===== config.mk =====
export PLATFORM = sky130hd
export DESIGN_NAME = rtc_irq_top
export DESIGN_NICKNAME = d
export VERILOG_FILES = /design/src/pkg/rtc_irq_pkg.sv /design/src/pkg/osc_if.sv /design/src/osc_divider.sv /design/src/halt_detect.sv /design/src/rtc_irq_top.sv
export VERILOG_INCLUDE_DIRS = /design/src /design/src/pkg
export SDC_FILE = /design/constraint.sdc
export NUM_CORES = 1
export LEC_CHECK = 0
export BUFFER_PORTS_ARGS = -buffer_cell sky130_fd_sc_hd__buf_2
export CORE_UTILIZATION = 50
export CTS_BUF_LIST = sky130_fd_sc_hd__clkbuf_16
export CTS_CLUSTER_DIAMETER = 200
export DETAILED_ROUTE_END_ITERATION = 8
export PLACE_DENSITY = 0.81
export SETUP_SLACK_MARGIN = 0.15
export SYNTH_ARGS = -nofsm -noshare
export SYNTH_HDL_FRONTEND = slang
export SYNTH_SLANG_ARGS = --single-unit

===== constraint.sdc =====
create_clock -name mclk -period 2.2 [get_ports mclk]
set_input_delay 0.11 -clock mclk [delete_from_list [all_inputs] [get_ports mclk]]
set_output_delay 0.11 -clock mclk [all_outputs]
set_load 0.03 [all_outputs]

===== src/pkg/rtc_irq_defs.svh =====
// constants for the periodic interrupt and oscillator halt block
`ifndef RTC_IRQ_DEFS_SVH
`define RTC_IRQ_DEFS_SVH

// ----------------------------------------
// register port
// ----------------------------------------
`define ADDR_W              4
`define DATA_W              4
`define REG_SEL_OFS         4'h0
`define REG_CTRL_OFS        4'h1
`define SEL_RESET           4'h0
`define SEL_MODE_BIT        3
`define CTRL_PEND_BIT       0
`define CTRL_HALT_BIT       3

// ----------------------------------------
// timing
// ----------------------------------------
`define CLK_HZ              50000000
`define CLK_PERIOD_NS       20
`define TEST_DELAY_MS       2500
`define TEST_DELAY_CYCLES   (`TEST_DELAY_MS * (`CLK_HZ / 1000))
`define OSC_PERIOD_NS       30518
`define HALT_WINDOW_PERIODS 4
`define HALT_WINDOW_CYCLES  ((`HALT_WINDOW_PERIODS * `OSC_PERIOD_NS) / `CLK_PERIOD_NS)
`define TEST_CNT_W          27
`define HALT_CNT_W          16

// ----------------------------------------
// oscillator divider taps, counted in oscillator edges
// ----------------------------------------
`define DIV_W               15
`define TAP_1024HZ          4
`define TAP_2HZ             13
`define TAP_1HZ             14

`endif


===== src/pkg/rtc_irq_pkg.sv =====
// types for the periodic interrupt and oscillator halt block
package rtc_irq_pkg;

  typedef enum logic [1:0] {
    PS_OFF  = 2'b00,
    PS_ON   = 2'b01,
    PS_1024 = 2'b10,
    PS_2HZ  = 2'b11
  } pulse_sel_type;

  typedef enum logic [2:0] {
    LV_SEC    = 3'b000,
    LV_10SEC  = 3'b001,
    LV_MIN    = 3'b010,
    LV_10MIN  = 3'b011,
    LV_HOUR   = 3'b100,
    LV_DAY    = 3'b101,
    LV_WEEK   = 3'b110,
    LV_MONTH  = 3'b111
  } level_sel_type;

  typedef enum logic [1:0] {
    T_IDLE  = 2'b00,
    T_COUNT = 2'b01,
    T_PULSE = 2'b11
  } test_state_type;

endpackage


===== src/pkg/osc_if.sv =====
// oscillator edge, divided square waves and halt indication between modules
`timescale 1ns/1ps
`default_nettype none

interface osc_if;
  logic       osc_edge;
  logic       sense_en;
  logic [2:0] sq;
  logic       halted;

  modport core (output osc_edge, output sense_en, input sq, input halted);
  modport div  (input osc_edge, output sq);
  modport det  (input osc_edge, input sense_en, output halted);
endinterface

`default_nettype wire


===== src/osc_divider.sv =====
// divider of oscillator edges into 1024 hz, 2 hz and 1 hz square waves
`timescale 1ns/1ps
`default_nettype none
`include "rtc_irq_defs.svh"

module osc_divider
  import rtc_irq_pkg::*;
(
  // clock and reset
  input  wire logic mclk,
  input  wire logic rst_n,
  // oscillator side
  osc_if.div        osc
);

  logic [`DIV_W-1:0] div_q;

  always_ff @(posedge mclk or negedge rst_n)
  begin
    if (!rst_n)
      div_q <= '0;
    else if (osc.osc_edge)
      div_q <= div_q + 1'b1;
  end

  // sq[0] 1024 hz, sq[1] 2 hz, sq[2] 1 hz; high half of each period
  localparam int TAPS [3] = '{`TAP_1024HZ, `TAP_2HZ, `TAP_1HZ};

  for (genvar i = 0; i < 3; i++)
  begin : g_tap
    assign osc.sq[i] = div_q[TAPS[i]];
  end

endmodule

`default_nettype wire


===== src/halt_detect.sv =====
// oscillator halt detector timed from the system clock
`timescale 1ns/1ps
`default_nettype none
`include "rtc_irq_defs.svh"

module halt_detect
  import rtc_irq_pkg::*;
#(
  parameter logic [`HALT_CNT_W-1:0] WINDOW_CYCLES = `HALT_CNT_W'(`HALT_WINDOW_CYCLES)
)
(
  // clock and reset
  input  wire logic mclk,
  input  wire logic rst_n,
  // oscillator side
  osc_if.det        osc
);

  logic [`HALT_CNT_W-1:0] gap_q;
  logic                   halted_q;

  // gap since the last oscillator edge; sensing off restarts the window
  always_ff @(posedge mclk or negedge rst_n)
  begin
    if (!rst_n)
      gap_q <= '0;
    else if (!osc.sense_en || osc.osc_edge)
      gap_q <= '0;
    else if (gap_q != WINDOW_CYCLES)
      gap_q <= gap_q + 1'b1;
  end

  always_ff @(posedge mclk or negedge rst_n)
  begin
    if (!rst_n)
      halted_q <= 1'b0;
    else
      halted_q <= osc.sense_en && (gap_q == WINDOW_CYCLES);
  end

  assign osc.halted = halted_q;

endmodule

`default_nettype wire


===== src/rtc_irq_top.sv =====
// periodic interrupt generator and oscillator halt flag of a real-time clock
//
// Operation
// - a detected oscillator stop sets the halt flag from 0 to 1
// - host arms detection by writing control with halt flag 0, then polls
// - power-up reset with access-enable low leaves the halt flag at 1
// - access-enable high suspends halt detection; flag keeps its value
// - halt flag stays 1 after oscillator restarts, until host clears it
// - access-enable held high gives a 1 hz test pulse about 2.5 s later
// - interrupt pin is open drain: pulls low when asserted, else released
// - top select bit: 0 pulse mode, 1 level mode
// - pulse mode ignores second select bit; low bits 00 release output
// - pulse mode low bits 01 hold the output low
// - low bits 10 give 1024 hz at 50 percent, 11 give 2 hz
// - level codes 000 every second, 001 every ten seconds
// - level codes 010 every minute, 011 every ten minutes
// - level codes 100 every hour, 101 every day at midnight
// - level codes 110 weekly at weekday 0, 111 monthly on day 1
// - level mode: host writes pending flag; 1 asserts, 0 releases
// - pulse mode: pending flag not writable, it mirrors the output
// - access-enable high under 1.5 s produces no test pulse
//
// The address-and-strobe port and the register addresses were decided locally.
`timescale 1ns/1ps
`default_nettype none
`include "rtc_irq_defs.svh"

module rtc_irq_top
  import rtc_irq_pkg::*;
#(
  parameter logic [`TEST_CNT_W-1:0] TEST_DELAY_CYCLES  = `TEST_CNT_W'(`TEST_DELAY_CYCLES),
  parameter logic [`HALT_CNT_W-1:0] HALT_WINDOW_CYCLES = `HALT_CNT_W'(`HALT_WINDOW_CYCLES)
)
(
  // clock and reset
  input  wire logic              mclk,
  input  wire logic              reset_n,
  // register port
  input  wire logic [`ADDR_W-1:0] reg_addr,
  input  wire logic [`DATA_W-1:0] reg_wdata,
  input  wire logic              reg_wr,
  input  wire logic              reg_rd,
  output logic [`DATA_W-1:0]     reg_rdata,
  // pins
  input  wire logic              osc_in,
  input  wire logic              access_en,
  input  wire logic              irq_out_n_i,
  output logic                   irq_out_n_o,
  output logic                   irq_out_n_oe_n,
  // calendar counters, same clock
  input  wire logic              sec_tick,
  input  wire logic [7:0]        sec_bcd,
  input  wire logic [7:0]        min_bcd,
  input  wire logic [7:0]        hour_bcd,
  input  wire logic [2:0]        weekday,
  input  wire logic [7:0]        day_bcd
);

  // ----------------------------------------
  // reset release
  // ----------------------------------------
  logic rst_meta_q;
  logic rst_n_q;

  always_ff @(posedge mclk or negedge reset_n)
  begin
    if (!reset_n)
    begin
      rst_meta_q <= 1'b0;
      rst_n_q    <= 1'b0;
    end
    else
    begin
      rst_meta_q <= 1'b1;
      rst_n_q    <= rst_meta_q;
    end
  end

  // ----------------------------------------
  // pin synchronisers
  // ----------------------------------------
  logic [2:0] osc_sync_q;
  logic [1:0] ae_sync_q;
  logic [1:0] pin_sync_q;

  // osc_sync_q[0] feeds only osc_sync_q[1]; the edge looks at [1] and [2]
  always_ff @(posedge mclk or negedge rst_n_q)
  begin
    if (!rst_n_q)
    begin
      osc_sync_q <= '0;
      ae_sync_q  <= '0;
      pin_sync_q <= 2'b11;
    end
    else
    begin
      osc_sync_q <= {osc_sync_q[1:0], osc_in};
      ae_sync_q  <= {ae_sync_q[0], access_en};
      pin_sync_q <= {pin_sync_q[0], irq_out_n_i};
    end
  end

  logic access_en_s;
  logic pin_low_s;

  assign access_en_s = ae_sync_q[1];
  assign pin_low_s   = !pin_sync_q[1];

  // ----------------------------------------
  // oscillator divider and halt detector
  // ----------------------------------------
  osc_if osc ();

  assign osc.osc_edge = osc_sync_q[1] && !osc_sync_q[2];
  assign osc.sense_en = !access_en_s;

  osc_divider u_div
  (
    .mclk  (mclk),
    .rst_n (rst_n_q),
    .osc   (osc)
  );

  halt_detect #(
    .WINDOW_CYCLES (HALT_WINDOW_CYCLES)
  ) u_det
  (
    .mclk  (mclk),
    .rst_n (rst_n_q),
    .osc   (osc)
  );

  // ----------------------------------------
  // register decode
  // ----------------------------------------
  logic [`DATA_W-1:0] sel_q;
  logic               wr_sel;
  logic               wr_ctrl;
  logic               level_mode;

  assign wr_sel     = reg_wr && (reg_addr == `REG_SEL_OFS);
  assign wr_ctrl    = reg_wr && (reg_addr == `REG_CTRL_OFS);
  assign level_mode = sel_q[`SEL_MODE_BIT];

  always_ff @(posedge mclk or negedge rst_n_q)
  begin
    if (!rst_n_q)
      sel_q <= `SEL_RESET;
    else if (wr_sel)
      sel_q <= reg_wdata;
  end

  // ----------------------------------------
  // oscillator halt flag
  // ----------------------------------------
  logic osc_halt_flag_q;

  // reset stands for power-up; detection set wins over a host clear
  always_ff @(posedge mclk or negedge rst_n_q)
  begin
    if (!rst_n_q)
      osc_halt_flag_q <= 1'b1;
    else if (osc.halted)
      osc_halt_flag_q <= 1'b1;
    else if (wr_ctrl && !reg_wdata[`CTRL_HALT_BIT])
      osc_halt_flag_q <= 1'b0;
  end

  // ----------------------------------------
  // level mode boundaries
  // ----------------------------------------
  logic sec_zero;
  logic min_zero;
  logic hour_zero;
  logic boundary;

  assign sec_zero  = (sec_bcd == 8'h00);
  assign min_zero  = (min_bcd == 8'h00);
  assign hour_zero = (hour_bcd == 8'h00);

  always_comb
  begin
    unique case (level_sel_type'(sel_q[2:0]))
      LV_SEC:   boundary = 1'b1;
      LV_10SEC: boundary = (sec_bcd[3:0] == 4'h0);
      LV_MIN:   boundary = sec_zero;
      LV_10MIN: boundary = sec_zero && (min_bcd[3:0] == 4'h0);
      LV_HOUR:  boundary = sec_zero && min_zero;
      LV_DAY:   boundary = sec_zero && min_zero && hour_zero;
      LV_WEEK:  boundary = sec_zero && min_zero && hour_zero && (weekday == 3'h0);
      LV_MONTH: boundary = sec_zero && min_zero && hour_zero && (day_bcd == 8'h01);
    endcase
  end

  // ----------------------------------------
  // pending flag
  // ----------------------------------------
  logic irq_pending_flag_q;

  // boundary set wins over a host write of 0 in the same cycle
  always_ff @(posedge mclk or negedge rst_n_q)
  begin
    if (!rst_n_q)
      irq_pending_flag_q <= 1'b0;
    else if (!level_mode)
      irq_pending_flag_q <= 1'b0;
    else if (sec_tick && boundary)
      irq_pending_flag_q <= 1'b1;
    else if (wr_ctrl)
      irq_pending_flag_q <= reg_wdata[`CTRL_PEND_BIT];
  end

  // ----------------------------------------
  // frequency test sequencer
  // ----------------------------------------
  test_state_type          test_q;
  logic [`TEST_CNT_W-1:0]  test_cnt_q;

  always_ff @(posedge mclk or negedge rst_n_q)
  begin
    if (!rst_n_q)
      test_q <= T_IDLE;
    else if (!access_en_s)
      test_q <= T_IDLE;
    else
    begin
      unique case (test_q)
        T_IDLE:  test_q <= T_COUNT;
        T_COUNT: if (test_cnt_q == TEST_DELAY_CYCLES)
                   test_q <= T_PULSE;
        T_PULSE: test_q <= T_PULSE;
        default: test_q <= T_IDLE;
      endcase
    end
  end

  always_ff @(posedge mclk or negedge rst_n_q)
  begin
    if (!rst_n_q)
      test_cnt_q <= '0;
    else if (test_q != T_COUNT)
      test_cnt_q <= '0;
    else
      test_cnt_q <= test_cnt_q + 1'b1;
  end

  // ----------------------------------------
  // interrupt output
  // ----------------------------------------
  logic assert_d;

  always_comb
  begin
    if (test_q == T_PULSE)
      assert_d = osc.sq[2];
    else if (level_mode)
      assert_d = irq_pending_flag_q;
    else
    begin
      unique case (pulse_sel_type'(sel_q[1:0]))
        PS_OFF:  assert_d = 1'b0;
        PS_ON:   assert_d = 1'b1;
        PS_1024: assert_d = osc.sq[0];
        PS_2HZ:  assert_d = osc.sq[1];
      endcase
    end
  end

  logic irq_oe_n_q;
  logic irq_o_q;

  // pin is only ever pulled low; the pull-up makes the high level
  always_ff @(posedge mclk or negedge rst_n_q)
  begin
    if (!rst_n_q)
    begin
      irq_oe_n_q <= 1'b1;
      irq_o_q    <= 1'b0;
    end
    else
    begin
      irq_oe_n_q <= !assert_d;
      irq_o_q    <= 1'b0;
    end
  end

  assign irq_out_n_o    = irq_o_q;
  assign irq_out_n_oe_n = irq_oe_n_q;

  // ----------------------------------------
  // register read
  // ----------------------------------------
  logic [`DATA_W-1:0] rdata_q;
  logic               pend_view;

  // in pulse mode the flag shows the pin level as seen back from outside
  assign pend_view = level_mode ? irq_pending_flag_q : pin_low_s;

  always_ff @(posedge mclk or negedge rst_n_q)
  begin
    if (!rst_n_q)
      rdata_q <= '0;
    else if (reg_rd && (reg_addr == `REG_SEL_OFS))
      rdata_q <= sel_q;
    else if (reg_rd && (reg_addr == `REG_CTRL_OFS))
      rdata_q <= {osc_halt_flag_q, 2'b00, pend_view};
    else
      rdata_q <= '0;
  end

  assign reg_rdata = rdata_q;

endmodule

`default_nettype wire


==> results of run 1 <==
==> cell type report <==
type	count	area [sq um]	share of cell area, %
clock buffers	9	225	4.97
clock inverters	7	93.8	2.07
inverters	13	48.8	1.08
multi-input cells	258	1640	36.1
flip-flops and latches	81	2030	44.9
well taps	99	124	2.73
repair buffers	64	370	8.17
==> worst paths after layout <==
check,start,to,slack [ns],cells past startpoint
hold / removal,reg_wdata[0],sel_q[0],0.04,2
min in group asynchronous,reset_n,rst_meta_q,0.09,2
hold reg to reg,rst_n_q,test_cnt_q[6],0.15,0
max in group asynchronous,rst_n_q,pin_sync_q[0],1.40,1
setup reg to reg,test_cnt_q[2],test_cnt_q[21],0.36,5
setup / recovery,test_cnt_q[2],test_cnt_q[21],0.36,5
==> metrics by stage <==
stage                     setup slack, ns  util [%]  hold WS (ns)
after floorplan                     0.546         -        -0.186
after global placement              0.458      57.2        -0.105
after detailed placement            0.400      57.2        -0.103
after CTS                           0.371      62.5        0.0353
after global routing                0.193      62.5        0.0433
final                               0.360      62.5        0.0411
==> cell families (layout without fill, tap and decap cells) <==
| group | Yosys count | after routing | synth area share, % |
|---|---|---|---|
| adder cells (fa/ha/maj) | 4 | 4 | 1.33 |
| AND/OR/NAND/NOR | 169 | 169 | 24.4 |
| AO/OA/AOI/OAI | 28 | 28 | 4.28 |
| buffers and inverters | 24 | 93 | 2.69 |
| flip-flops | 81 | 81 | 53.9 |
| multiplexers | 7 | 7 | 1.99 |
| other | 2 | 2 | 0.199 |
| XOR/XNOR | 48 | 48 | 11.2 |
==> sequential cells by signal, indices dropped and copies added (netlist names) <==
register,cells
ae_sync_q,2
irq_out_n_oe_n,1
irq_pending_flag_q,1
osc_halt_flag_q,1
osc_sync_q,3
pin_sync_q,2
reg_rdata,4
rst_meta_q,1
rst_n_q,1
sel_q,4
test_cnt_q,27
test_q,2
u_det.gap_q,16
u_det.osc.halted,1
u_div.div_q,15
==> synthesized netlist by cell type, drive strengths merged (9+ instances only) <==
| master | instances | share of area [%] |
|---|---|---|
| xor2 | 17 | 4.0 |
| nor4 | 14 | 2.5 |
| dfrtp | 77 | 51 |
| o21ai | 12 | 1.6 |
| nor2 | 46 | 4.6 |
| nand4 | 17 | 3.8 |
| nand3 | 14 | 1.9 |
| inv | 13 | 1.3 |
| nor3 | 9 | 1.2 |
| and3 | 9 | 1.5 |
| xnor2 | 31 | 7.2 |
| nand2 | 33 | 3.3 |
==> timing repair <==
item / CTS / global route
endpoints found under the setup margin: 0 / 0
resized for setup: 0 / 0
buffers inserted: 0 / 0
hold buffers: 6 / 0
hold endpoints to repair: 7 / 0
==> power groups by stage <==
stage	registers [mW]	clock network, mW	logic (mW)
after global placement	1.71	0	0.287
final	1.69	1.60	0.310
after detailed placement	1.72	0	0.304
after global routing	1.71	1.69	0.354
after floorplan	1.73	0	0.169
after CTS	1.69	1.61	0.316
==> placed cells by master (no fill, tap or decap), types with 6 or more instances in the layout <==
cell,count
xnor2_1,31
a21oi_1,8
xor2_1,17
or3_1,6
dfrtp_1,76
inv_1,13
clkbuf_16,9
nand4_1,14
dlygate4sd3_1,6
and3_1,9
nor2_1,46
nor3_1,9
o21ai_0,12
nand3_1,14
nor4_1,13
nand2_1,33
buf_2,55
==> per-layer routing <==
layer	track usage (%)	vias to the layer above	share of wire (%)	wire length, um
met4	9.82	0	1.9	143
li1	-	1377	-	-
met3	4.48	15	5.1	376
met1	24.9	1322	45	3300
met2	32.8	88	48	3520
met5	0	-	0	0
==> implementation parameters, run 1 <==
Parameter                              Value

Outcome
  Status    completed

Setup path
  Largest delay contributor family on the critical path    simple AND/OR/NAND/NOR gates
  Worst endpoint required time    roughly 2.4 ns
  Maximum single-stage delay on the critical path    around 0.44 ns
  Critical Setup Path Class    register to register
  Crit-path max FO    9
  CP Cell Sequence    and4_1, nand4_4, nor4_1, xnor2_1, nor2_1
  CP Buf/Inv Count    0
  Signal arrival time at the worst endpoint    slightly above 2 ns
  Cell type of the slowest stage on the worst timing path    dfrtp_1
  Worst Setup Start Kind    register
  Kind of end point of the critical path    register

Timing
  Fraction of the cycle the final worst path needs    approximately 84%
  Clock period minus worst slack    1.84 ns
  Achievable Freq    543 MHz
  Number of setup violations in the final report    0
  Worst relative slew slack    between 30% and 40%
  Final hold violation count    0
  Pins Over Slew Limit    0
  Worst Max-Slew Pin Slew    1.00 ns
  Worst clock skew    about 0.0067 ns
  Setup repair after global routing missed its margin    false
  Final-layout setup total negative slack    0 ns

Power and ir drop
  Maximum vdd ir drop    just over 500 uV
  Switching power    around 0.87 mW
  Share of total power consumed by net switching    about a quarter
  Power per cell area    approximately 800 nW/um^2
  Part of the total power dissipated in combinational logic    under 10%
  Sequential fraction of design power    ~47%
  Clock share of power    44.4%
  Standby leakage power    2.01 nW
  Internal power    approximately 2.7 mW
  Total power of the final layout    between 3 and 4 mW

Yosys
  EDFF count, synth    0
  Share of flip-flops with an asynchronous set or reset after synthesis    100%
  Library cells used by synthesis    42
  Post-synthesis cell count    between 300 and 400
  Combined area of all synthesized cells    roughly 3800 sq um
  FF+latch count, synth    between 80 and 90
  Portion of the post-synthesis area used by sequential elements    a little over half
  Mean post-synth cell area    approximately 10 sq um
  Yosys warnings    0
  Post-synth top flop    dfrtp_1
  Net count of the mapped netlist    between 400 and 500

Min path
  Hold crit path type    input pin to register

Global routing
  Global-route wire length before repair    11700 um
  Via count of the first global-routing pass    between 2k and 3k
  Pin count of the biggest net entering global routing    48
  GRT Util Overall    19.9%
  Total gr overflow    0
  Antenna violations before repair    0

Cells and area
  Finished Layout Cells    approximately 530
  Area growth syn-to-layout    20.2%
  Layout cell share with drive strength beyond 1    21.3%
  Final #Nets    between 400 and 500
  Number of inserted filler cells in the final layout    around 570
  Post-route cell area    4530 sq um
  Inserted Diodes    0

Route
  Wire length reported by the detailed router    7340 um
  Number of routed nets with antenna violations    0
  Average detailed-routed wire length per instance    about 14 um
  Vias after detailed routing    around 2.8k
  Detailed-route vias per instance    approximately 5.3
  Detailed Routing Iterations Pass 1    5
  Count of unresolved DRC violations after routing    0
  Number of design-rule violations left by the first detailed-router iteration    between 100 and 150

Flow run
  MaxCap Viol Count    0

Clock network
  Number of buffers created by CTS    9
  Insertion delay of the later-clocked pin in the worst-skew pair    roughly 0.34 ns
  Clock-pin slew of the registers on the worst-case setup and hold paths    about 0.06 ns
  Total number of H-tree levels    3
  CTS sink count    81
  CTS tree    yes
  Maximum root-to-sink buffer count    2
  CTS root buffer    clkbuf_16

Placement
  Number of buffers inserted by port buffering    between 50 and 60
  Number of placed cells counting well taps    slightly above 500
  Routability cong.    between 0.8 and 0.9
  Dpl hpwl    between 5000 and 6000 um
  Standard cell area after detailed placement    between 4000 and 5000 sq um

Floorplan
  Std-Cell Core Area    a little over 7000 sq um
  Die area    7890 sq um
  Die outline width    between 80 and 90 um
  Initial standard-cell utilization of the core    between 50 and 60%
  Floorplan row count    31
  Y dimension of the die    around 89 um
  Number of primary I/O pins    57
No activity file was read; power rests on OpenSTA's default activity.
==> run 2, diff against run 1 <==
--- a/config.mk
+++ b/config.mk
@@ -6,12 +6,13 @@
 export SDC_FILE = /design/constraint.sdc
 export NUM_CORES = 1
 export LEC_CHECK = 0
+export ABC_AREA = 1
 export BUFFER_PORTS_ARGS = -buffer_cell sky130_fd_sc_hd__buf_2
 export CORE_UTILIZATION = 50
 export CTS_BUF_LIST = sky130_fd_sc_hd__clkbuf_16
 export CTS_CLUSTER_DIAMETER = 200
 export DETAILED_ROUTE_END_ITERATION = 8
-export PLACE_DENSITY = 0.81
+export PLACE_DENSITY = 0.78
 export SETUP_SLACK_MARGIN = 0.15
 export SYNTH_ARGS = -nofsm -noshare
 export SYNTH_HDL_FRONTEND = slang
==> constraint.sdc (replaced) <==
create_clock -name mclk -period 1.8 [get_ports mclk]
set_input_delay 0.09 -clock mclk [delete_from_list [all_inputs] [get_ports mclk]]
set_output_delay 0.09 -clock mclk [all_outputs]
set_load 0.03 [all_outputs]
==> run 2 against run 1 <==
  * Combinational power grew 34%
  * First-iteration DRC count grew 13%
  * Critical endpoint is now test_cnt_q[24]
  * Critical path depth grew 5
  * Total power grew 22%
  * Clock-buffer cell count is the same
  * Cell count grew 30%
  * Critical path type unchanged
==> implementation parameters, run 2 <==
Parameter                              Value

Outcome
  Status    completed

Clock network
  Clock-pin slew of the registers on the worst-case setup and hold paths    0.06 ns (about the same)
  Total number of H-tree levels    3 (unchanged)
  CTS root buffer    clkbuf_16
  Insertion delay of the later-clocked pin in the worst-skew pair    0.34 ns (about the same)
  Number of buffers created by CTS    9 (unchanged)
  CTS sink count    81 (unchanged)
  Maximum root-to-sink buffer count    2 (unchanged)
  CTS tree    yes

Cells and area
  Registers with the highest flip-flop counts    test_cnt_q (27), u_det.gap_q (16), u_div.div_q (15)
  Inserted Diodes    0 (unchanged)
  Combined area of the multi-input logic cells    1810 sq um (+10%)
  Most common cell after layout, fill and taps aside    nand2_1
  Finished Layout Cells    691 (+30%)
  Area growth syn-to-layout    20.1%
  Final core utilization    62.9% (+0.40 points)
  Max FFs per register    27 (unchanged)
  Number of inserted filler cells in the final layout    681 (+19%)
  Most frequent cells in the layout    nand2_1, nor2_1, dfrtp_1
  Layout cell share with drive strength beyond 1    17.5% (-3.8 points)
  Final #Nets    639 (+33%)
  Register cell area after layout    2030 sq um (about the same)
  Register with the most flip-flops    test_cnt_q

Yosys
  FF+latch count, synth    81 (unchanged)
  Most common library cells after synthesis    nand2_1, nor2_1, dfrtp_1, inv_1, a21oi_1
  Count leader, synth    nand2_1
  Dominant combinational cell family by area after synthesis    simple AND/OR/NAND/NOR gates
  Adder-cell share of the synthesized area    1.22% (-0.11 points)
  Combined area of all synthesized cells    4110 sq um (+9.0%)
  Compound-cell area share of the yosys netlist    7.70% (+3.4 points)
  Post-synthesis cell count    511 (+41%)
  Library cells used by synthesis    34 (-19%)
  EDFF count, synth    0 (unchanged)
  Portion of the post-synthesis area used by sequential elements    49.5% (-4.5 points)
  Post-synthesis cell type with the largest combined area    dfrtp_1
  Net count of the mapped netlist    566 (+35%)
  Mux cell area share after synthesis    0.244% (-1.7 points)
  Area contributors post-synth    dfrtp_1, nand2_1, nor2_1, inv_1, xor2_1
  Yosys warnings    0 (unchanged)
  Fraction of the mapped netlist area in simple logic gates    29.3% (+4.9 points)
  Share of flip-flops with an asynchronous set or reset after synthesis    100% (unchanged)
  Post-synth top flop    dfrtp_1
  Mean post-synth cell area    8.04 sq um (-23%)
  Xor-xnor portion of the synthesized cell area    5.12% (-6.0 points)
  Synth top area share    46.9% (-4.2 points)

Timing
  Clock period minus worst slack    1.56 ns (-0.281 ns)
  Fraction of the cycle the final worst path needs    86.6% (+3.0 points)
  Final-layout setup total negative slack    0 ns (unchanged)
  Number of setup violations in the final report    0 (unchanged)
  Pins Over Slew Limit    0 (unchanged)
  Worst clock skew    0.00659 ns (-0.000141 ns)
  Achievable Freq    641 MHz (+18%)
  Final hold violation count    0 (unchanged)
  Setup repair after global routing missed its margin    true

Route
  Count of unresolved DRC violations after routing    0 (unchanged)
  Detailed-route vias per instance    5.10 (-3.3%)
  Wire length reported by the detailed router    8660 um (+18%)
  Detailed Routing Iterations Pass 1    4 (-1)
  Number of routed nets with antenna violations    0 (unchanged)
  Vias after detailed routing    3525 (+26%)
  Average detailed-routed wire length per instance    12.5 um (-9.3%)
  Number of design-rule violations left by the first detailed-router iteration    160 (+13%)

Global routing
  Met3 layer usage reported by global route    4.52% (+0.038 points)
  Busiest layer in global routing    met2
  Total gr overflow    0 (unchanged)
  Global-route wire length before repair    14700 um (+25%)
  M1 GR Usage    26.6% (+1.7 points)
  Antenna violations before repair    0 (unchanged)
  Pin count of the biggest net entering global routing    33 (-31%)
  Met2 track demand over resource    38.0% (+5.2 points)
  GRT Util Overall    22.3% (+2.3 points)
  Via count of the first global-routing pass    3394 (+27%)

Floorplan
  Y dimension of the die    92.7 um (+4.3%)
  Die outline width    92.7 um (+4.3%)
  Initial standard-cell utilization of the core    52.4% (+0.40 points)
  Std-Cell Core Area    7850 sq um (+8.2%)
  Number of primary I/O pins    57 (unchanged)
  Floorplan row count    32 (+3.2%)
  Die area    8580 sq um (+8.8%)

Placement
  Number of buffers inserted by port buffering    55 (unchanged)
  Dpl hpwl    6270 um (+25%)
  Routability cong.    0.926 (+12%)
  Number of placed cells counting well taps    669 (+31%)

Setup path
  CP Cell Sequence    ha_1, nand2_1, inv_2, nand3b_4, inv_1, nand3_1, inv_1, nand2_1, xor2_1, nor2_1
  Maximum single-stage delay on the critical path    0.40 ns (-0.04 ns)
  Crit-path max FO    5 (-4)
  Worst endpoint required time    2.00 ns (-0.38 ns)
  Signal arrival time at the worst endpoint    1.76 ns (-0.26 ns)
  Critical Setup Path Class    register to register
  Worst Setup Start Kind    register
  Count of cells along the worst register-to-register path    10 (+5)
  Kind of end point of the critical path    register
  Cell type of the slowest stage on the worst timing path    dfrtp_1

Min path
  Hold crit path type    input pin to register
  Count of cells along the worst hold path    3 (+1)

Flow run
  MaxCap Viol Count    0 (unchanged)

Power and ir drop
  Standby leakage power    2.40 nW (+20%)
  Maximum vdd ir drop    511 uV (-0.61%)
  Power per cell area    891 nW/um^2 (+12%)
==> run 2: changes by cell type after synthesis, moves of 5 or more <==
cell,before,now
a21oi_1,8,30
and3_1,9,1
clkbuf_1,8,1
inv_1,13,69
nand2_1,33,98
nand3_1,14,24
nor2_1,46,87
nor2_2,0,5
nor3_1,9,15
nor4_1,13,6
o21ai_0,12,19
or3_1,6,0
xnor2_1,31,6
==> run 2: timing repair <==
item                                    4_1_cts  5_1_grt
endpoints found under the setup margin        0       10
hold buffers                                  4        0
hold endpoints to repair                      5        0
buffers inserted                              0        2
resized for setup                             0        4
==> run 2: final cells by class <==
| cell class | count | area share (%) |
|---|---|---|
| Inverter | 70 | 5.33 |
| Tap cell | 102 | 2.59 |
| Clock buffer | 9 | 4.57 |
| Sequential cell | 81 | 41.2 |
| Multi-Input combinational cell | 357 | 36.6 |
| Clock inverter | 7 | 1.88 |
| Timing Repair Buffer | 65 | 7.81 |
==> run 2: logic make-up (layout without fill, tap and decap cells) <==
group                      after synthesis  count (layout)
AOI/OAI and AO/OA                       59              59
xor gates and xnor gates                24              24
adders and majority gates                4               4
buffers and inverters                   73             151
DFF                                     81              81
muxes                                    1               1
other                                    2               2
and+or+nand+nor                        267             267
==> run 2: per-stage QoR <==
stage	instance area [sq um]	hold WS (ns)	worst slack (ns)	total power, mW
4_1_cts	4910	0.0115	0.196	4.43
6_report	4930	0.0158	0.241	4.39
3_3_place_gp	4550	-0.126	0.295	2.45
2_1_floorplan	4110	-0.206	0.384	2.32
3_5_place_dp	4550	-0.123	0.239	2.48
5_1_grt	4930	0.0392	0.0782	4.58
==> run 2: critical path: cells and delay by family, from the launching register on <==
family / cells / cell delay, ns
and+or+nand+nor: 5 / 0.43
DFF: 1 / 0.40
buffers and inverters: 3 / 0.26
adders and majority gates: 1 / 0.19
xor gates and xnor gates: 1 / 0.16
==> run 2: per-layer routing <==
metal  up-vias  wire [um]
li1       1790          -
met1      1606       3760
met2       106       4140
met3        23        493
met4         0        265
met5         -          0
==> run 2: final timing paths <==
check	start	end	slack, ns
max reg2reg	test_cnt_q[0]	test_cnt_q[24]	0.24
min reg2reg	rst_n_q	u_det.gap_q[13]	0.22
max	test_cnt_q[0]	test_cnt_q[24]	0.24
min in group asynchronous	reset_n	rst_meta_q	0.06
max in group asynchronous	rst_n_q	osc_halt_flag_q	0.98
min	reg_wdata[1]	sel_q[1]	0.02
==> run 2: power breakdown <==
group | internal (mW) | total [mW] | switching, mW
logic | 0.177 | 0.416 | 0.239
clock network | 1.21 | 1.94 | 0.728
registers | 1.94 | 2.04 | 0.0984
total | 3.33 | 4.39 | 1.06
==> run 3, diff against run 2 <==
--- a/config.mk
+++ b/config.mk
@@ -12,7 +12,7 @@
 export CTS_BUF_LIST = sky130_fd_sc_hd__clkbuf_16
 export CTS_CLUSTER_DIAMETER = 200
 export DETAILED_ROUTE_END_ITERATION = 8
-export PLACE_DENSITY = 0.78
+export PLACE_DENSITY = 0.71
 export SETUP_SLACK_MARGIN = 0.15
 export SYNTH_ARGS = -nofsm -noshare
 export SYNTH_HDL_FRONTEND = slang
==> run 3 against run 2 <==
  * Core utilization rose by 0.22 points
  * Sequential share of layout area is 0.12 points lower
  * Non-clock buffer count up 1
  * Hold slack worse by 0.0012 ns
  * First-iteration DRC count shrank 8.1%
  * Total power up 2.2%
  * Via count fell by 1.2%
  * Combinational power hardly changed
  * Clock skew is 0.0013 ns higher
  * Register-to-register slack gained 0.03 ns
  * Flip-flop and latch count unchanged
  * Maximum frequency is 2.3% higher
  * Largest cell class unchanged
  * Largest power group unchanged
==> implementation parameters, run 3 (same netlist as run 2, synthesis figures left out) <==
Parameter                              Value

Outcome
  Status    completed

Route
  Vias after detailed routing    3482 (-1.2%)
  Detailed Routing Iterations Pass 1    4 (unchanged)
  Count of unresolved DRC violations after routing    0 (unchanged)
  Wire length reported by the detailed router    8570 um (-1.0%)
  Detailed-route vias per instance    5.03 (-1.4%)
  Number of routed nets with antenna violations    0 (unchanged)
  Average detailed-routed wire length per instance    12.4 um (-1.2%)
  Number of design-rule violations left by the first detailed-router iteration    147 (-8.1%)

Placement
  Setup Slack @ Placement    0.233 ns (-0.00532 ns)
  Standard cell area after detailed placement    4540 sq um (-0.33%)
  Number of buffers inserted by port buffering    55 (unchanged)
  Dpl hpwl    6400 um (+2.1%)
  Routability cong.    0.895 (-3.4%)

Setup path
  Worst reg2reg path endpoint    test_cnt_q[20]
  Count of cells along the worst register-to-register path    9 (-1)
  Capturing element of the worst setup path    test_cnt_q[20]
  Worst R2R Start    test_cnt_q[0]
  Signal arrival time at the worst endpoint    1.75 ns (about the same)
  FF-to-FF setup slack    0.28 ns (+0.03 ns)
  Worst endpoint required time    2.03 ns (+0.03 ns)
  Critical Setup Path Class    register to register
  Launch point of the worst path    test_cnt_q[0]
  Worst Setup Start Kind    register
  Crit-path max FO    6 (+1)
  Kind of end point of the critical path    register

Cells and area
  Inserted Diodes    0 (unchanged)
  Most frequent cells in the layout    nand2_1, nor2_1, dfrtp_1
  Registers with the highest flip-flop counts    test_cnt_q (27), u_det.gap_q (16), u_div.div_q (15)
  Most common cell after layout, fill and taps aside    nand2_1
  Number of inserted filler cells in the final layout    713 (+4.7%)
  Post-route cell area    4950 sq um (+0.36%)
  Register with the most flip-flops    test_cnt_q
  Area growth syn-to-layout    20.5%
  Layout cell share with drive strength beyond 1    17.5% (-0.030 points)
  Max FFs per register    27 (unchanged)
  Final #Nets    640 (+0.16%)
  Final core utilization    63.1% (+0.22 points)

Timing
  Final-layout setup total negative slack    0 ns (unchanged)
  Worst hold slack across all endpoints    0.0145 ns (-0.00124 ns)
  Achievable Freq    656 MHz (+2.3%)
  Setup slack after layout    0.275 ns (+0.0343 ns)
  Number of setup violations in the final report    0 (unchanged)
  Clock period minus worst slack    1.52 ns (-0.0343 ns)
  Fraction of the cycle the final worst path needs    84.7% (-1.9 points)
  Setup repair after global routing missed its margin    false
  Worst clock skew    0.00784 ns (+0.00126 ns)
  Pins Over Slew Limit    0 (unchanged)
  Final hold violation count    0 (unchanged)

Global routing
  Total gr overflow    0 (unchanged)
  M1 GR Usage    28.0% (+1.4 points)
  Global-route wire length before repair    14700 um (-0.14%)
  Antenna violations before repair    0 (unchanged)
  Busiest layer in global routing    met2
  GRT Util Overall    21.9% (-0.36 points)
  Via count of the first global-routing pass    3349 (-1.3%)
  Met2 track demand over resource    35.9% (-2.2 points)
  Pin count of the biggest net entering global routing    28 (-15%)
  Met3 layer usage reported by global route    5.25% (+0.74 points)

Floorplan
  Die area    8580 sq um (unchanged)
  Number of primary I/O pins    57 (unchanged)
  Std-Cell Core Area    7850 sq um (unchanged)
  Initial standard-cell utilization of the core    52.4% (unchanged)
  Floorplan row count    32 (unchanged)
  Y dimension of the die    92.7 um (unchanged)
  Die outline width    92.7 um (unchanged)

Clock network
  Total number of H-tree levels    3 (unchanged)
  CTS root buffer    clkbuf_16
  Number of buffers created by CTS    9 (unchanged)
  Clock-pin slew of the registers on the worst-case setup and hold paths    0.07 ns (about the same)
  CTS tree    yes
  Maximum root-to-sink buffer count    2 (unchanged)
  CTS sink count    81 (unchanged)
  Insertion delay of the later-clocked pin in the worst-skew pair    0.33 ns (about the same)

Flow run
  MaxCap Viol Count    0 (unchanged)

Power and ir drop
  Maximum vdd ir drop    606 uV (+19%)
  Power per cell area    907 nW/um^2 (+1.8%)
  Standby leakage power    2.41 nW (+0.52%)

Min path
  Hold crit path type    input pin to register
==> run 3: cell count changes in the layout (fill, tap and decap cells not counted), moves of 2 or more <==
cell / previous run / this run
buf_4: 4 / 7
inv_8: 0 / 3
nor2_2: 6 / 3
buf_12: 2 / 0
clkinv_4: 0 / 2
clkinvlp_4: 2 / 0
dfrtp_2: 2 / 0
nor2_4: 3 / 5
==> run 3: per-layer routing <==
layer  wire (um)  vias to the layer above  share of wire (%)
met4         165                        0                1.9
met2        4030                      102                 47
met5           0                        -                  0
met3         487                       15                5.7
met1        3890                     1581                 45
li1            -                     1784                  -
==> run 3: where the power goes <==
| part | total (mW) | internal, mW | leakage [nW] | switching (mW) |
|---|---|---|---|---|
| combinational | 0.414 | 0.177 | 1.18 | 0.236 |
| sequential | 2.04 | 1.94 | 1.07 | 0.102 |
| clock | 2.03 | 1.25 | 0.166 | 0.784 |
| total | 4.49 | 3.37 | 2.41 | 1.12 |
==> run 3: final cells by class <==
| cell class | instances | area, sq um | area share [%] |
|---|---|---|---|
| multi-input cells | 357 | 1820 | 36.8 |
| repair buffers | 66 | 368 | 7.43 |
| clock inverters | 7 | 111 | 2.25 |
| clock buffers | 9 | 225 | 4.55 |
| well taps | 102 | 128 | 2.58 |
| inverters | 70 | 263 | 5.31 |
| flip-flops and latches | 81 | 2040 | 41.1 |
==> run 3: stage by stage <==
stage | power (mW) | std cells
floorplan | 2.32 | 511
global placement | 2.45 | 670
detailed placement | 2.48 | 670
CTS | 4.53 | 690
global route | 4.69 | 692
finish | 4.49 | 692
==> run 3: critical path, cell delays in order (launching register included) <==
cell      delay, ns
dfrtp_1        0.40
ha_1           0.18
nand2_1        0.07
inv_2          0.09
nand3b_4       0.10
nor2_4         0.15
nand2_1        0.10
nor2_1         0.13
a21oi_1        0.08
o21a_1         0.12
==> run 3: worst min path at each step <==
stage / startpoint / end / slack [ns] / cells past startpoint
2_1_floorplan: reset_n / rst_meta_q / -0.21 / 0
3_3_place_gp: reset_n / rst_meta_q / -0.13 / 1
3_5_place_dp: reset_n / rst_meta_q / -0.12 / 1
4_1_cts: reg_wdata[2] / sel_q[2] / 0.01 / 3
5_1_grt: reg_wdata[2] / sel_q[2] / 0.03 / 3
6_report: reg_wdata[2] / sel_q[2] / 0.01 / 3
==> run 3: what timing repair did <==
action                     in CTS  in global routing
hold buffers                    4                  0
setup endpoints to repair       0                 10
hold endpoints to repair        5                  0
buffers inserted                0                  2
gates resized for setup         0                  5
